## config.mk

```make
export PLATFORM = sky130hd
export DESIGN_NAME = periph_interrupt_expander
export DESIGN_NICKNAME = d
export VERILOG_FILES = /design/src/hdl/prio_pick.v /design/src/hdl/periph_interrupt_expander.v
export VERILOG_INCLUDE_DIRS = /design/src /design/src/hdl
export SDC_FILE = /design/constraint.sdc
export NUM_CORES = 1
export LEC_CHECK = 0
export BUFFER_PORTS_ARGS = -buffer_cell sky130_fd_sc_hd__buf_4
export CORE_MARGIN = 4
export CORE_UTILIZATION = 40
export DETAILED_ROUTE_END_ITERATION = 10
export SYNTH_ARGS = -nofsm -noshare
export SYNTH_HDL_FRONTEND = slang
export SYNTH_HIERARCHICAL = 1
export SYNTH_SLANG_ARGS = --single-unit
export TNS_END_PERCENT = 10
```

## constraint.sdc

```tcl
create_clock -name core_clk -period 11.4 [get_ports core_clk]
set_clock_uncertainty 0.15 [all_clocks]
set_input_delay 1.14 -clock core_clk [delete_from_list [all_inputs] [get_ports core_clk]]
set_output_delay 1.14 -clock core_clk [all_outputs]
set_load 0.05 [all_outputs]
```

## src/hdl/periph_intx_consts.vh

```
`ifndef PERIPH_INTX_CONSTS_VH
`define PERIPH_INTX_CONSTS_VH

// ----------------------------------------------------------------------------
// Source slots: index into the 17-entry source table, ordered by priority.
// ----------------------------------------------------------------------------
`define NUM_SRC          17
`define SLOT_T2_PERIOD   0
`define SLOT_T2_COMPARE  1
`define SLOT_T2_UNDER    2
`define SLOT_T2_OVER     3
`define SLOT_T4_PERIOD   4
`define SLOT_T4_COMPARE  5
`define SLOT_T4_UNDER    6
`define SLOT_T4_OVER     7
`define SLOT_SPP         8
`define SLOT_ARX         9
`define SLOT_ATX         10
`define SLOT_CAN_MB      11
`define SLOT_CAN_ERR     12
`define SLOT_EXT_A       13
`define SLOT_EXT_B       14

// ----------------------------------------------------------------------------
// Overall priorities.
// ----------------------------------------------------------------------------
`define PRI_T2_PERIOD    6'd28
`define PRI_T4_PERIOD    6'd32
`define PRI_SPP          6'd42
`define PRI_ARX          6'd43
`define PRI_ATX          6'd44
`define PRI_CAN_MB       6'd45
`define PRI_CAN_ERR      6'd46
`define PRI_EXT_A        6'd48
`define PRI_EXT_B        6'd49

// ----------------------------------------------------------------------------
// Request and acknowledge bit positions, group 0/1/2 of 16 bits each.
// ----------------------------------------------------------------------------
`define BIT_T2_PERIOD    4'h0
`define BIT_T4_PERIOD    4'h8
`define BIT_SPP          4'h7
`define BIT_ARX          4'h8
`define BIT_ATX          4'h9
`define BIT_CAN_MB       4'hA
`define BIT_CAN_ERR      4'hB
`define BIT_EXT_A        4'hD
`define BIT_EXT_B        4'hE
`define BIT_HP_EXT_A     4'h2
`define BIT_HP_EXT_B     4'h3
`define BIT_HP_SPP       4'h4
`define BIT_HP_ARX       4'h5
`define BIT_HP_ATX       4'h6
`define BIT_HP_CAN_MB    4'h7
`define BIT_HP_CAN_ERR   4'h8

// ----------------------------------------------------------------------------
// Peripheral vector codes.
// ----------------------------------------------------------------------------
`define VEC_PHANTOM      16'h0000
`define VEC_T2_PERIOD    16'h002B
`define VEC_T4_PERIOD    16'h0039
`define VEC_SPP          16'h0005
`define VEC_ARX          16'h0006
`define VEC_ATX          16'h0007
`define VEC_CAN_MB       16'h0040
`define VEC_CAN_ERR      16'h0041
`define VEC_EXT_A        16'h0001
`define VEC_EXT_B        16'h0011

// ----------------------------------------------------------------------------
// CPU vector addresses and reserved software ranges.
// ----------------------------------------------------------------------------
`define ADDR_LEVEL_ONE   16'h0002
`define ADDR_LEVEL_THREE 16'h0006
`define ADDR_LEVEL_FIVE  16'h000A
`define ADDR_LEVEL_SIX   16'h000C
`define ADDR_SWL_LO      16'h0010
`define ADDR_SWL_HI      16'h0020
`define ADDR_SWI_LO      16'h0028
`define ADDR_SWI_HI      16'h003F

`endif

```

## src/hdl/prio_pick.v

```verilog
`timescale 1ns/100ps
// ----------------------------------------------------------------------------
// Picks the lowest-numbered set bit of a request vector.
// ----------------------------------------------------------------------------
module prio_pick
#(
  parameter N  = 17,
  parameter IW = 5
)
(
  // Requests, bit 0 is the most urgent.
  input  wire [N-1:0]  reqVec,
  // Result.
  output reg           anyReq,
  output reg  [IW-1:0] winIdx
);

  integer k;

  always @*
  begin
    anyReq = 1'b0;
    winIdx = {IW{1'b0}};
    for (k = N - 1; k >= 0; k = k - 1)
    begin
      if (reqVec[k])
      begin
        anyReq = 1'b1;
        winIdx = k[IW-1:0];
      end
    end
  end

endmodule // prio_pick

```

## src/hdl/periph_interrupt_expander.v

```verilog
`timescale 1ns/100ps
`include "periph_intx_consts.vh"

module periph_interrupt_expander
#(
  parameter HAS_EVA    = 1,
  parameter HAS_EVB    = 1,
  parameter HAS_SPP    = 1,
  parameter HAS_SCI    = 1,
  parameter HAS_CAN    = 1,
  parameter HAS_EXT    = 1
)
(
  // Clock and reset.
  input  wire        core_clk,
  input  wire        rst_n,
  // Peripheral request lines, level sensitive.
  input  wire        timer2_period_req,
  input  wire        timer2_compare_req,
  input  wire        timer2_underflow_req,
  input  wire        timer2_overflow_req,
  input  wire        timer4_period_req,
  input  wire        timer4_compare_req,
  input  wire        timer4_underflow_req,
  input  wire        timer4_overflow_req,
  input  wire        serial_port_req,
  input  wire        async_rx_req,
  input  wire        async_tx_req,
  input  wire        can_mailbox_req,
  input  wire        can_error_req,
  input  wire        ext_pin_req_a,
  input  wire        ext_pin_req_b,
  // Per-peripheral high-priority mode selects.
  input  wire        sppHighPri,
  input  wire        sciHighPri,
  input  wire        canHighPri,
  input  wire        extHighPri,
  // CPU side: vector read strobe for one level and the level it targets.
  input  wire        vecRead,
  input  wire [2:0]  vecLevel,
  // CPU interrupt levels.
  output reg         cpu_level_one,
  output reg         cpu_level_three,
  output reg         cpu_level_five,
  output reg         cpu_level_six,
  // Vector answer, valid in the cycle after vecRead.
  output reg  [15:0] periph_vector_code,
  output reg  [15:0] cpuVectorAddr,
  output reg         vecValid,
  // Request and acknowledge register groups 0, 1 and 2.
  output reg  [15:0] periph_request_regs0,
  output reg  [15:0] periph_request_regs1,
  output reg  [15:0] periph_request_regs2,
  output reg  [15:0] periph_ack_regs0,
  output reg  [15:0] periph_ack_regs1,
  output reg  [15:0] periph_ack_regs2
);

  localparam NS = `NUM_SRC;

  // --------------------------------------------------------------------------
  // Source table helpers.
  // --------------------------------------------------------------------------
  // Vector code of a slot; timer slots step by one from their base.
  function [15:0] slotVector;
    input [4:0] s;
    begin
      if (s <= 5'd3)
        slotVector = `VEC_T2_PERIOD + {11'h000, s};
      else if (s <= 5'd7)
        slotVector = `VEC_T4_PERIOD + {11'h000, s - 5'd4};
      else if (s == `SLOT_SPP)
        slotVector = `VEC_SPP;
      else if (s == `SLOT_ARX)
        slotVector = `VEC_ARX;
      else if (s == `SLOT_ATX)
        slotVector = `VEC_ATX;
      else if (s == `SLOT_CAN_MB)
        slotVector = `VEC_CAN_MB;
      else if (s == `SLOT_CAN_ERR)
        slotVector = `VEC_CAN_ERR;
      else if (s == `SLOT_EXT_A)
        slotVector = `VEC_EXT_A;
      else if (s == `SLOT_EXT_B)
        slotVector = `VEC_EXT_B;
      else
        slotVector = `VEC_PHANTOM;
    end
  endfunction

  // Low-priority bit position of a slot inside its group.
  function [3:0] slotBit;
    input [4:0] s;
    begin
      if (s <= 5'd3)
        slotBit = `BIT_T2_PERIOD + s[3:0];
      else if (s <= 5'd7)
        slotBit = `BIT_T4_PERIOD + (s[3:0] - 4'h4);
      else if (s == `SLOT_SPP)
        slotBit = `BIT_SPP;
      else if (s == `SLOT_ARX)
        slotBit = `BIT_ARX;
      else if (s == `SLOT_ATX)
        slotBit = `BIT_ATX;
      else if (s == `SLOT_CAN_MB)
        slotBit = `BIT_CAN_MB;
      else if (s == `SLOT_CAN_ERR)
        slotBit = `BIT_CAN_ERR;
      else if (s == `SLOT_EXT_A)
        slotBit = `BIT_EXT_A;
      else
        slotBit = `BIT_EXT_B;
    end
  endfunction

  // Group-0 bit of a slot when its peripheral is in high-priority mode.
  function [3:0] slotHpBit;
    input [4:0] s;
    begin
      if (s == `SLOT_SPP)
        slotHpBit = `BIT_HP_SPP;
      else if (s == `SLOT_ARX)
        slotHpBit = `BIT_HP_ARX;
      else if (s == `SLOT_ATX)
        slotHpBit = `BIT_HP_ATX;
      else if (s == `SLOT_CAN_MB)
        slotHpBit = `BIT_HP_CAN_MB;
      else if (s == `SLOT_CAN_ERR)
        slotHpBit = `BIT_HP_CAN_ERR;
      else if (s == `SLOT_EXT_A)
        slotHpBit = `BIT_HP_EXT_A;
      else
        slotHpBit = `BIT_HP_EXT_B;
    end
  endfunction

  // --------------------------------------------------------------------------
  // Raw requests, masked by device variant.
  // --------------------------------------------------------------------------
  wire [NS-1:0] rawReq;
  wire [NS-1:0] present;
  wire [NS-1:0] hpSel;

  assign rawReq = {2'b00, ext_pin_req_b, ext_pin_req_a, can_error_req, can_mailbox_req,
                   async_tx_req, async_rx_req, serial_port_req,
                   timer4_overflow_req, timer4_underflow_req, timer4_compare_req,
                   timer4_period_req, timer2_overflow_req, timer2_underflow_req,
                   timer2_compare_req, timer2_period_req};
  // Absent peripherals and the two spare slots never request.
  assign present = {2'b00, {2{HAS_EXT != 0}}, {2{HAS_CAN != 0}}, {2{HAS_SCI != 0}},
                    (HAS_SPP != 0), {4{HAS_EVB != 0}}, {4{HAS_EVA != 0}}};
  assign hpSel   = {2'b00, {2{extHighPri}}, {2{canHighPri}}, {2{sciHighPri}},
                    sppHighPri, 8'h00};

  reg  [NS-1:0] pend_r;
  wire [NS-1:0] pend_nxt;
  assign pend_nxt = rawReq & present;

  // --------------------------------------------------------------------------
  // Level split and request register images.
  // --------------------------------------------------------------------------
  wire [NS-1:0] lvl1Req;
  wire [NS-1:0] lvl3Req;
  wire [NS-1:0] lvl5Req;
  wire [NS-1:0] lvl6Req;

  assign lvl1Req = pend_r & hpSel;
  assign lvl3Req = pend_r & {9'h000, 8'hFF};
  assign lvl5Req = pend_r & ~hpSel & {4'h0, 5'h1F, 8'h00};
  assign lvl6Req = pend_r & ~hpSel & {2'b00, 2'b11, 13'h0000};

  reg [15:0] grp0Nxt;
  reg [15:0] grp1Nxt;
  reg [15:0] grp2Nxt;
  integer i;

  always @*
  begin
    grp0Nxt = 16'h0000;
    grp1Nxt = 16'h0000;
    grp2Nxt = 16'h0000;
    for (i = 0; i < NS - 2; i = i + 1)
    begin
      if (lvl1Req[i])
        grp0Nxt[slotHpBit(i[4:0])] = 1'b1;
      else if (pend_r[i] && i >= 4 && i <= 7)
        grp2Nxt[slotBit(i[4:0])] = 1'b1;
      else if (pend_r[i])
        grp1Nxt[slotBit(i[4:0])] = 1'b1;
    end
  end

  // --------------------------------------------------------------------------
  // Per-level winner selection.
  // --------------------------------------------------------------------------
  wire [3:0] lvlAny;
  wire [4:0] lvlWin [0:3];
  wire [NS-1:0] lvlReq [0:3];

  assign lvlReq[0] = {2'b00, lvl1Req[12:8], lvl1Req[14:13], 8'h00};
  assign lvlReq[1] = lvl3Req;
  assign lvlReq[2] = lvl5Req;
  assign lvlReq[3] = lvl6Req;

  genvar g;
  generate
    for (g = 0; g < 4; g = g + 1)
    begin : pick
      prio_pick #(.N(NS), .IW(5)) u_pick
      (
        .reqVec (lvlReq[g]),
        .anyReq (lvlAny[g]),
        .winIdx (lvlWin[g])
      );
    end
  endgenerate

  // Level code from the CPU: 1, 3, 5 or 6; anything else is not a peripheral level.
  reg [1:0] selLvl;
  reg       selOk;
  reg [15:0] selAddr;

  always @*
  begin
    selLvl  = 2'd0;
    selOk   = 1'b1;
    selAddr = `ADDR_LEVEL_ONE;
    if (vecLevel == 3'd1)
    begin
      selLvl  = 2'd0;
      selAddr = `ADDR_LEVEL_ONE;
    end
    else if (vecLevel == 3'd3)
    begin
      selLvl  = 2'd1;
      selAddr = `ADDR_LEVEL_THREE;
    end
    else if (vecLevel == 3'd5)
    begin
      selLvl  = 2'd2;
      selAddr = `ADDR_LEVEL_FIVE;
    end
    else if (vecLevel == 3'd6)
    begin
      selLvl  = 2'd3;
      selAddr = `ADDR_LEVEL_SIX;
    end
    else
    begin
      // Software-only slots have no peripheral source behind them.
      selOk   = 1'b0;
      selAddr = 16'h0000;
    end
  end

  // Level one ranks the external pins ahead of the other high-priority sources,
  // so its picker index is mapped back to the source slot here.
  wire [4:0] lvl1Slot;
  wire [4:0] winSlot;

  assign lvl1Slot = (lvlWin[0] <= 5'd9) ? lvlWin[0] + 5'd5 : lvlWin[0] - 5'd2;
  assign winSlot  = (selLvl == 2'd0) ? lvl1Slot : lvlWin[selLvl];

  // --------------------------------------------------------------------------
  // Registers.
  // --------------------------------------------------------------------------
  always @(posedge core_clk)
  begin
    if (!rst_n)
    begin
      pend_r               <= {NS{1'b0}};
      cpu_level_one        <= 1'b0;
      cpu_level_three      <= 1'b0;
      cpu_level_five       <= 1'b0;
      cpu_level_six        <= 1'b0;
      periph_vector_code   <= `VEC_PHANTOM;
      cpuVectorAddr        <= 16'h0000;
      vecValid             <= 1'b0;
      periph_request_regs0 <= 16'h0000;
      periph_request_regs1 <= 16'h0000;
      periph_request_regs2 <= 16'h0000;
      periph_ack_regs0     <= 16'h0000;
      periph_ack_regs1     <= 16'h0000;
      periph_ack_regs2     <= 16'h0000;
    end
    else
    begin
      pend_r               <= pend_nxt;
      cpu_level_one        <= lvlAny[0];
      cpu_level_three      <= lvlAny[1];
      cpu_level_five       <= lvlAny[2];
      cpu_level_six        <= lvlAny[3];
      periph_request_regs0 <= grp0Nxt;
      periph_request_regs1 <= grp1Nxt;
      periph_request_regs2 <= grp2Nxt;
      vecValid             <= vecRead;
      periph_ack_regs0     <= 16'h0000;
      periph_ack_regs1     <= 16'h0000;
      periph_ack_regs2     <= 16'h0000;
      if (vecRead)
      begin
        cpuVectorAddr <= selAddr;
        if (selOk && lvlAny[selLvl])
        begin
          periph_vector_code <= slotVector(winSlot);
          if (selLvl == 2'd0)
            periph_ack_regs0[slotHpBit(winSlot)] <= 1'b1;
          else if (winSlot >= 5'd4 && winSlot <= 5'd7)
            periph_ack_regs2[slotBit(winSlot)] <= 1'b1;
          else
            periph_ack_regs1[slotBit(winSlot)] <= 1'b1;
        end
        else
          periph_vector_code <= `VEC_PHANTOM;
      end
    end
  end

endmodule // periph_interrupt_expander

```

==> results of run 1 <==
## worst reg2reg max path: cells and delay by family (launching register included)
| kind | cells | cell delay, ps |
|---|---|---|
| AO/OA/AOI/OAI | 5 | 1770 |
| flip-flops | 1 | 360 |
| buffers and inverters | 2 | 350 |
| AND/OR/NAND/NOR | 7 | 1540 |
| adder cells (fa/ha/maj) | 2 | 590 |
| multiplexers | 2 | 420 |
## stage by stage
step	cells	hold WS [ps]	power [mW]	util
CTS	1033	309	0.952	0.539
global placement	1017	302	0.636	0.514
global route	1033	335	0.991	0.539
finish	1033	303	0.943	0.539
floorplan	803	272	0.602	-
detailed placement	1017	296	0.636	0.514
## final timing paths
path / endpoint / slack (ps) / cells past startpoint
max: periph_ack_regs1[7] / 5540 / 18
min: periph_request_regs1[7] / 300 / 2
max reg2reg: periph_ack_regs1[7] / 6070 / 18
min reg2reg: periph_request_regs1[7] / 300 / 2
## layout by cell type, fill, tap and decap left out, types with 10 or more instances in the layout
master,Yosys,routed
nor3_1,35,35
nand3_1,15,15
ha_1,10,10
nor2b_1,14,14
a21oi_1,32,32
o21ai_0,10,10
nor2_1,43,43
and2_1,35,35
inv_1,24,24
conb_1,1,200
nand2_1,44,44
dfxtp_1,100,100
nand2b_1,18,18
buf_4,50,110
## state kept, by name, summed over array words and instances, names as in the netlist
name and flops:
periph_ack_regs0 16, cpuVectorAddr 3, cpu_level_five 1, periph_vector_code 7
periph_ack_regs1 16, periph_request_regs2 4, vecValid 1, cpu_level_six 1
periph_request_regs0 7, cpu_level_three 1, periph_ack_regs2 16, periph_request_regs1 11
cpu_level_one 1, pend_r 15
## logic make-up after synthesis
group | Yosys count
muxes | 11
DFF | 100
and+or+nand+nor | 258
buffers and inverters | 94
xor gates and xnor gates | 9
other | 1
adders and majority gates | 11
AOI/OAI and AO/OA | 120
## metal layers
metal | vias to the layer above | wire [um]
li1 | 2368 | -
met1 | 2032 | 5900
met2 | 132 | 5960
met3 | 8 | 823
met4 | 0 | 166
met5 | - | 0
## power by group
part,internal (mW),switching (mW),leakage [nW]
sequential,0.362,0.00607,0.822
combinational,0.0743,0.188,2.28
clock,0.178,0.134,0.151
total,0.615,0.328,3.25
## area by class of cell
| type | instances | area (um^2) |
|---|---|---|
| Sequential cell | 100 | 2000 |
| Tap cell | 172 | 215 |
| Multi-Input combinational cell | 609 | 3450 |
| Inverter | 26 | 103 |
| Clock buffer | 10 | 239 |
| Fill cell | 1257 | 5920 |
| Timing Repair Buffer | 110 | 826 |
| Clock inverter | 6 | 71.3 |
==> flow_summary.json, run 1 <==
{
  "root_buffer": "clkbuf_16",
  "die_height_um": 123,
  "final_area_um2": 6910,
  "drc_errors": 0,
  "path_cells": "buf_4, and2_1, nor3_1, o31ai_1, a31oi_1, inv_1, ha_1, a21bo_2, a31oi_4, mux2i_1, a31o_1, inv_4, ha_1, nor2b_1, mux2i_1, nor4b_4, or2_1, nor3_1",
  "io_buffers": 109,
  "yosysMostFrequentCell": "dfxtp_1",
  "synthAdderAreaFrac": 0.0257,
  "synthXorXnorAreaFrac": 0.0148,
  "area_delta_synth_final_pct": 30.1,
  "slew_headroom": 0.379,
  "powerDensity_nw_per_um2": 136,
  "cp_max_fo": 10,
  "placed_area_um2": 6600,
  "clock_latency_ps": 340,
  "hpwlAfterDp_um": 10300,
  "cts_tree": "done",
  "routed_wirelength_um": 12800,
  "antenna_cells": 0,
  "synth_cells": 604,
  "cap_viol_max_count": 0,
  "vias": 4540,
  "synth_mux_area_frac": 0.0231,
  "outcome": "complete, no violations",
  "slowest_stage": "a31oi_1",
  "rsz0062_at_grt": "no",
  "synthArstFlopShare": 0,
  "synth-seq-cells": 100,
  "antenna_found_initial": 0,
  "startpoint": "sciHighPri",
  "drive_gt1_frac": 0.203,
  "gr-max-usage-layer": "met2",
  "path_buf_inv": 3,
  "grtUsageMet3": 0.0361,
  "yosysTopAreaCell": "dfxtp_1",
  "worstSetupPathType": "in -> reg",
  "place.gp.congestion": 0.883,
  "arrival_ps": 5910,
  "yosysWarnings": 6,
  "synthTopCellsByCount": "dfxtp_1 (100), buf_4 (50), nand2_1 (44)",
  "setup_ws_ps": 5540,
  "path_clk_slew_ps": 70,
  "grt_pass1_wl_um": 20400,
  "drtPass1Iterations": 4,
  "yosys.area_share.simple": 0.278,
  "grt_use_total": 0.171,
  "yosysTopAreaCellShare": 0.377,
  "rows": 41,
  "critPathMaxStageDelay_ps": 650,
  "cts_resized": 0,
  "post_cts_buffers": 0,
  "grt_pass1_vias": 4202,
  "ys_seq_area_frac": 0.377,
  "grt_max_degree": 47,
  "globalRouteMet2Util": 0.279,
  "worst_pin_slew_ps": 931,
  "postCtsHoldBufs": 0,
  "routedWlPerCell_um": 12.4,
  "critPathRequiredTime_ps": 11450,
  "synth_edf_count": 0,
  "synthTopCellsByArea": "dfxtp_1 (38%), buf_4 (7.1%), and2_1 (4.1%)",
  "final.period_utilization": 0.514,
  "grt_overflow": 0,
  "period_minus_slack_ps": 5860,
  "num_io_pins": 158,
  "min_from": "pend_r[8]",
  "initial_core_util": 0.414,
  "r2r-start": "pend_r[12]",
  "cts.path.max_buffers": 2,
  "crit_family": "compound AO/OA/AOI/OAI gates",
  "die_area_um2": 15200,
  "htreeDepth": 3,
  "synth_ff_type": "dfxtp_1",
  "antenna_left": 0,
  "setup_viol": 0,
  "core-area_um2": 12800,
  "finalMaxSlewViolations": 0,
  "viasPerCell": 4.39,
  "setup_tns_ps": 0,
  "drt-initial-drc-count": 237,
  "synth_area_um2": 5310,
  "max_freq_ghz": 0.171,
  "critPathLaunchType": "input port",
  "vdd_drop_max_v": 0.0000708,
  "synth_top_family_by_area": "simple AND/OR/NAND/NOR gates",
  "dp_slack_ps": 5200,
  "use_met1": 0.227,
  "cts_sinks": 100,
  "leakage_nw": 3.25,
  "synth_compound_area_frac": 0.167,
  "fp.dieW_um": 123,
  "yosysUniqueCellTypes": 77,
  "hold_path.class": "reg -> reg",
  "avgSynthCellArea_um2": 8.79,
  "cts_buffers": 9,
  "hold_viol_final": 0,
  "nets": 891,
  "cp-end-kind": "flip-flop"
}
Power figures use the tool's default switching activity.
==> run 2, diff against run 1 <==
Clock period 11.4 ns to 5.7 ns, I/O delays scaled along.
==> run 2 against run 1 <==
Setup slack got worse by 4800 ps. Sequential share of layout area about the same. Clock power up 93%. Non-clock buffer count is 4 higher. Critical path depth shrank 1. Die area unchanged. Core utilization up 0.078 points. Total power is 98% higher. Routed wire length increased by 0.12%. Count of clock-buffer cells in the layout is the same. Via count is 0.18% higher. Critical endpoint unchanged. Highest routed layer unchanged.
==> flow_summary.json, run 2 (synthesis results as in run 1) <==
{
  "outcome": "complete, no violations",
  "cts_buffers": 9,
  "period_minus_slack_ps": 4930,
  "post_cts_buffers": 0,
  "drt-initial-drc-count": 150,
  "reg_top3": "periph_ack_regs0 x16, periph_ack_regs1 x16, periph_ack_regs2 x16",
  "antenna_found_initial": 0,
  "max_freq_ghz": 0.203,
  "cts_tree": "done",
  "die_area_um2": 15200,
  "cap_viol_max_count": 0,
  "nets": 895,
  "path_cells": "and2_1, nor4_2, nand2b_1, a21oi_1, inv_1, ha_1, a21bo_2, a31oi_4, mux2i_1, a31o_1, buf_4, ha_1, inv_1, mux2i_1, nor4_2, o31ai_2, nor3_1",
  "seqCellArea_um2": 2000,
  "worstSetupEndpoint": "periph_ack_regs1[7]",
  "critPathRequiredTime_ps": 5750,
  "layout_common_cells": "conb_1 (200), buf_4 (114), dfxtp_1 (100)",
  "hpwlAfterDp_um": 10100,
  "switchingPower_uw": 643,
  "slowest_stage": "o31ai_2",
  "min_from": "sppHighPri",
  "clock_latency_ps": 350,
  "grt_use_total": 0.173,
  "cp_max_fo": 10,
  "critPathMaxStageDelay_ps": 620,
  "cp-end-kind": "flip-flop",
  "p_int_mw": 1.22,
  "vias": 4548,
  "worstSetupPathType": "reg -> reg",
  "arrival_ps": 4980,
  "postCtsHoldBufs": 0,
  "grt_pass1_vias": 4223,
  "routed_wirelength_um": 12900,
  "path_clk_slew_ps": 70,
  "root_buffer": "clkbuf_16",
  "area_delta_synth_final_pct": 30.2,
  "cts.path.max_buffers": 2,
  "powerDensity_nw_per_um2": 270,
  "rows": 41,
  "antenna_left": 0,
  "drtPass1Iterations": 4,
  "critPathLaunchType": "flip-flop",
  "r2r-start": "pend_r[9]",
  "comb_power_share": 0.283,
  "leakage_nw": 3.26,
  "hold_path.class": "in -> reg",
  "die_height_um": 123,
  "slew_headroom": 0.468,
  "antenna_cells": 0,
  "fp.dieW_um": 123,
  "power_mw": 1.87,
  "final.period_utilization": 0.865,
  "worstRegToRegCells": 17,
  "place.gp.congestion": 0.865,
  "timing.rr.end": "periph_ack_regs1[7]",
  "share_seq_of_total_power": 0.395,
  "pwr-share-clk": 0.322,
  "grt_pass1_wl_um": 20600,
  "vdd_drop_max_v": 0.000133,
  "cts_resized": 0,
  "hold_viol_final": 0,
  "grt_max_degree": 47,
  "startpoint": "pend_r[9]",
  "switching_share": 0.344,
  "fillers": 1239,
  "initial_core_util": 0.414,
  "num_io_pins": 158,
  "layout_commonest_cell": "conb_1",
  "rsz0062_at_grt": "no",
  "viasPerCell": 4.39,
  "setup_viol": 0,
  "grt_overflow": 0,
  "io_buffers": 109,
  "cts_sinks": 100,
  "htreeDepth": 3,
  "setup_tns_ps": 0,
  "drc_errors": 0,
  "worst-r2r-setup-slack_ps": 770,
  "worst_pin_slew_ps": 792,
  "drive_gt1_frac": 0.205,
  "routedWlPerCell_um": 12.4,
  "core-area_um2": 12800,
  "finalMaxSlewViolations": 0,
  "multi_input_area_um2": 3450
}
[run 2: cell types whose count changed in the layout (fill, tap and decap cells not counted)]
cell / change
buf_4: +4
inv_8: -1
inv_6: -1
[run 2: layer usage]
metal,global-route usage,share of wire
met1,0.231,0.47
met2,0.282,0.45
met3,0.0371,0.065
met4,0.0478,0.013
met5,0,0
[run 2: how the worst min path moves through the flow]
stage	depth (start not counted)	endpoint
floorplan	2	periph_request_regs1[13]
global placement	2	periph_vector_code[1]
detailed placement	2	periph_request_regs1[7]
CTS	2	periph_request_regs1[7]
global route	2	periph_request_regs1[7]
finish	2	periph_request_regs1[7]
[run 2: layout make-up]
class	instances	area share
Multi-Input combinational cell	609	0.499
Sequential cell	100	0.289
Timing Repair Buffer	114	0.124
Clock buffer	10	0.0345
Tap cell	172	0.0311
Inverter	26	0.0148
Clock inverter	4	0.00742
[run 2: worst max-delay path: cells and delay by family (launching register included)]
kind	cells	cell delay (ps)
AO/OA/AOI/OAI	5	1830
buffers and inverters	3	520
flip-flops	1	340
adder cells (fa/ha/maj)	2	500
AND/OR/NAND/NOR	5	910
multiplexers	2	540
[run 2: per-stage QoR]
stage / hold slack (ps) / utilization / cell area (um^2) / cells / setup WS [ps]
floorplan: 272 / - / 6060 / 803 / 1250
global placement: 300 / 0.517 / 6630 / 1021 / 719
CTS: 233 / 0.539 / 6920 / 1035 / 810
global route: 251 / 0.539 / 6920 / 1035 / 434
finish: 253 / 0.539 / 6920 / 1035 / 770
detailed placement: 306 / 0.517 / 6630 / 1021 / 465
[run 2: power by group through the flow]
stage	sequential, mW	clock (mW)	combinational [mW]
5_1_grt	0.740	0.648	0.574
3_3_place_gp	0.753	0	0.520
2_1_floorplan	0.822	0	0.381
6_report	0.738	0.601	0.529
3_5_place_dp	0.754	0	0.521
4_1_cts	0.738	0.622	0.523
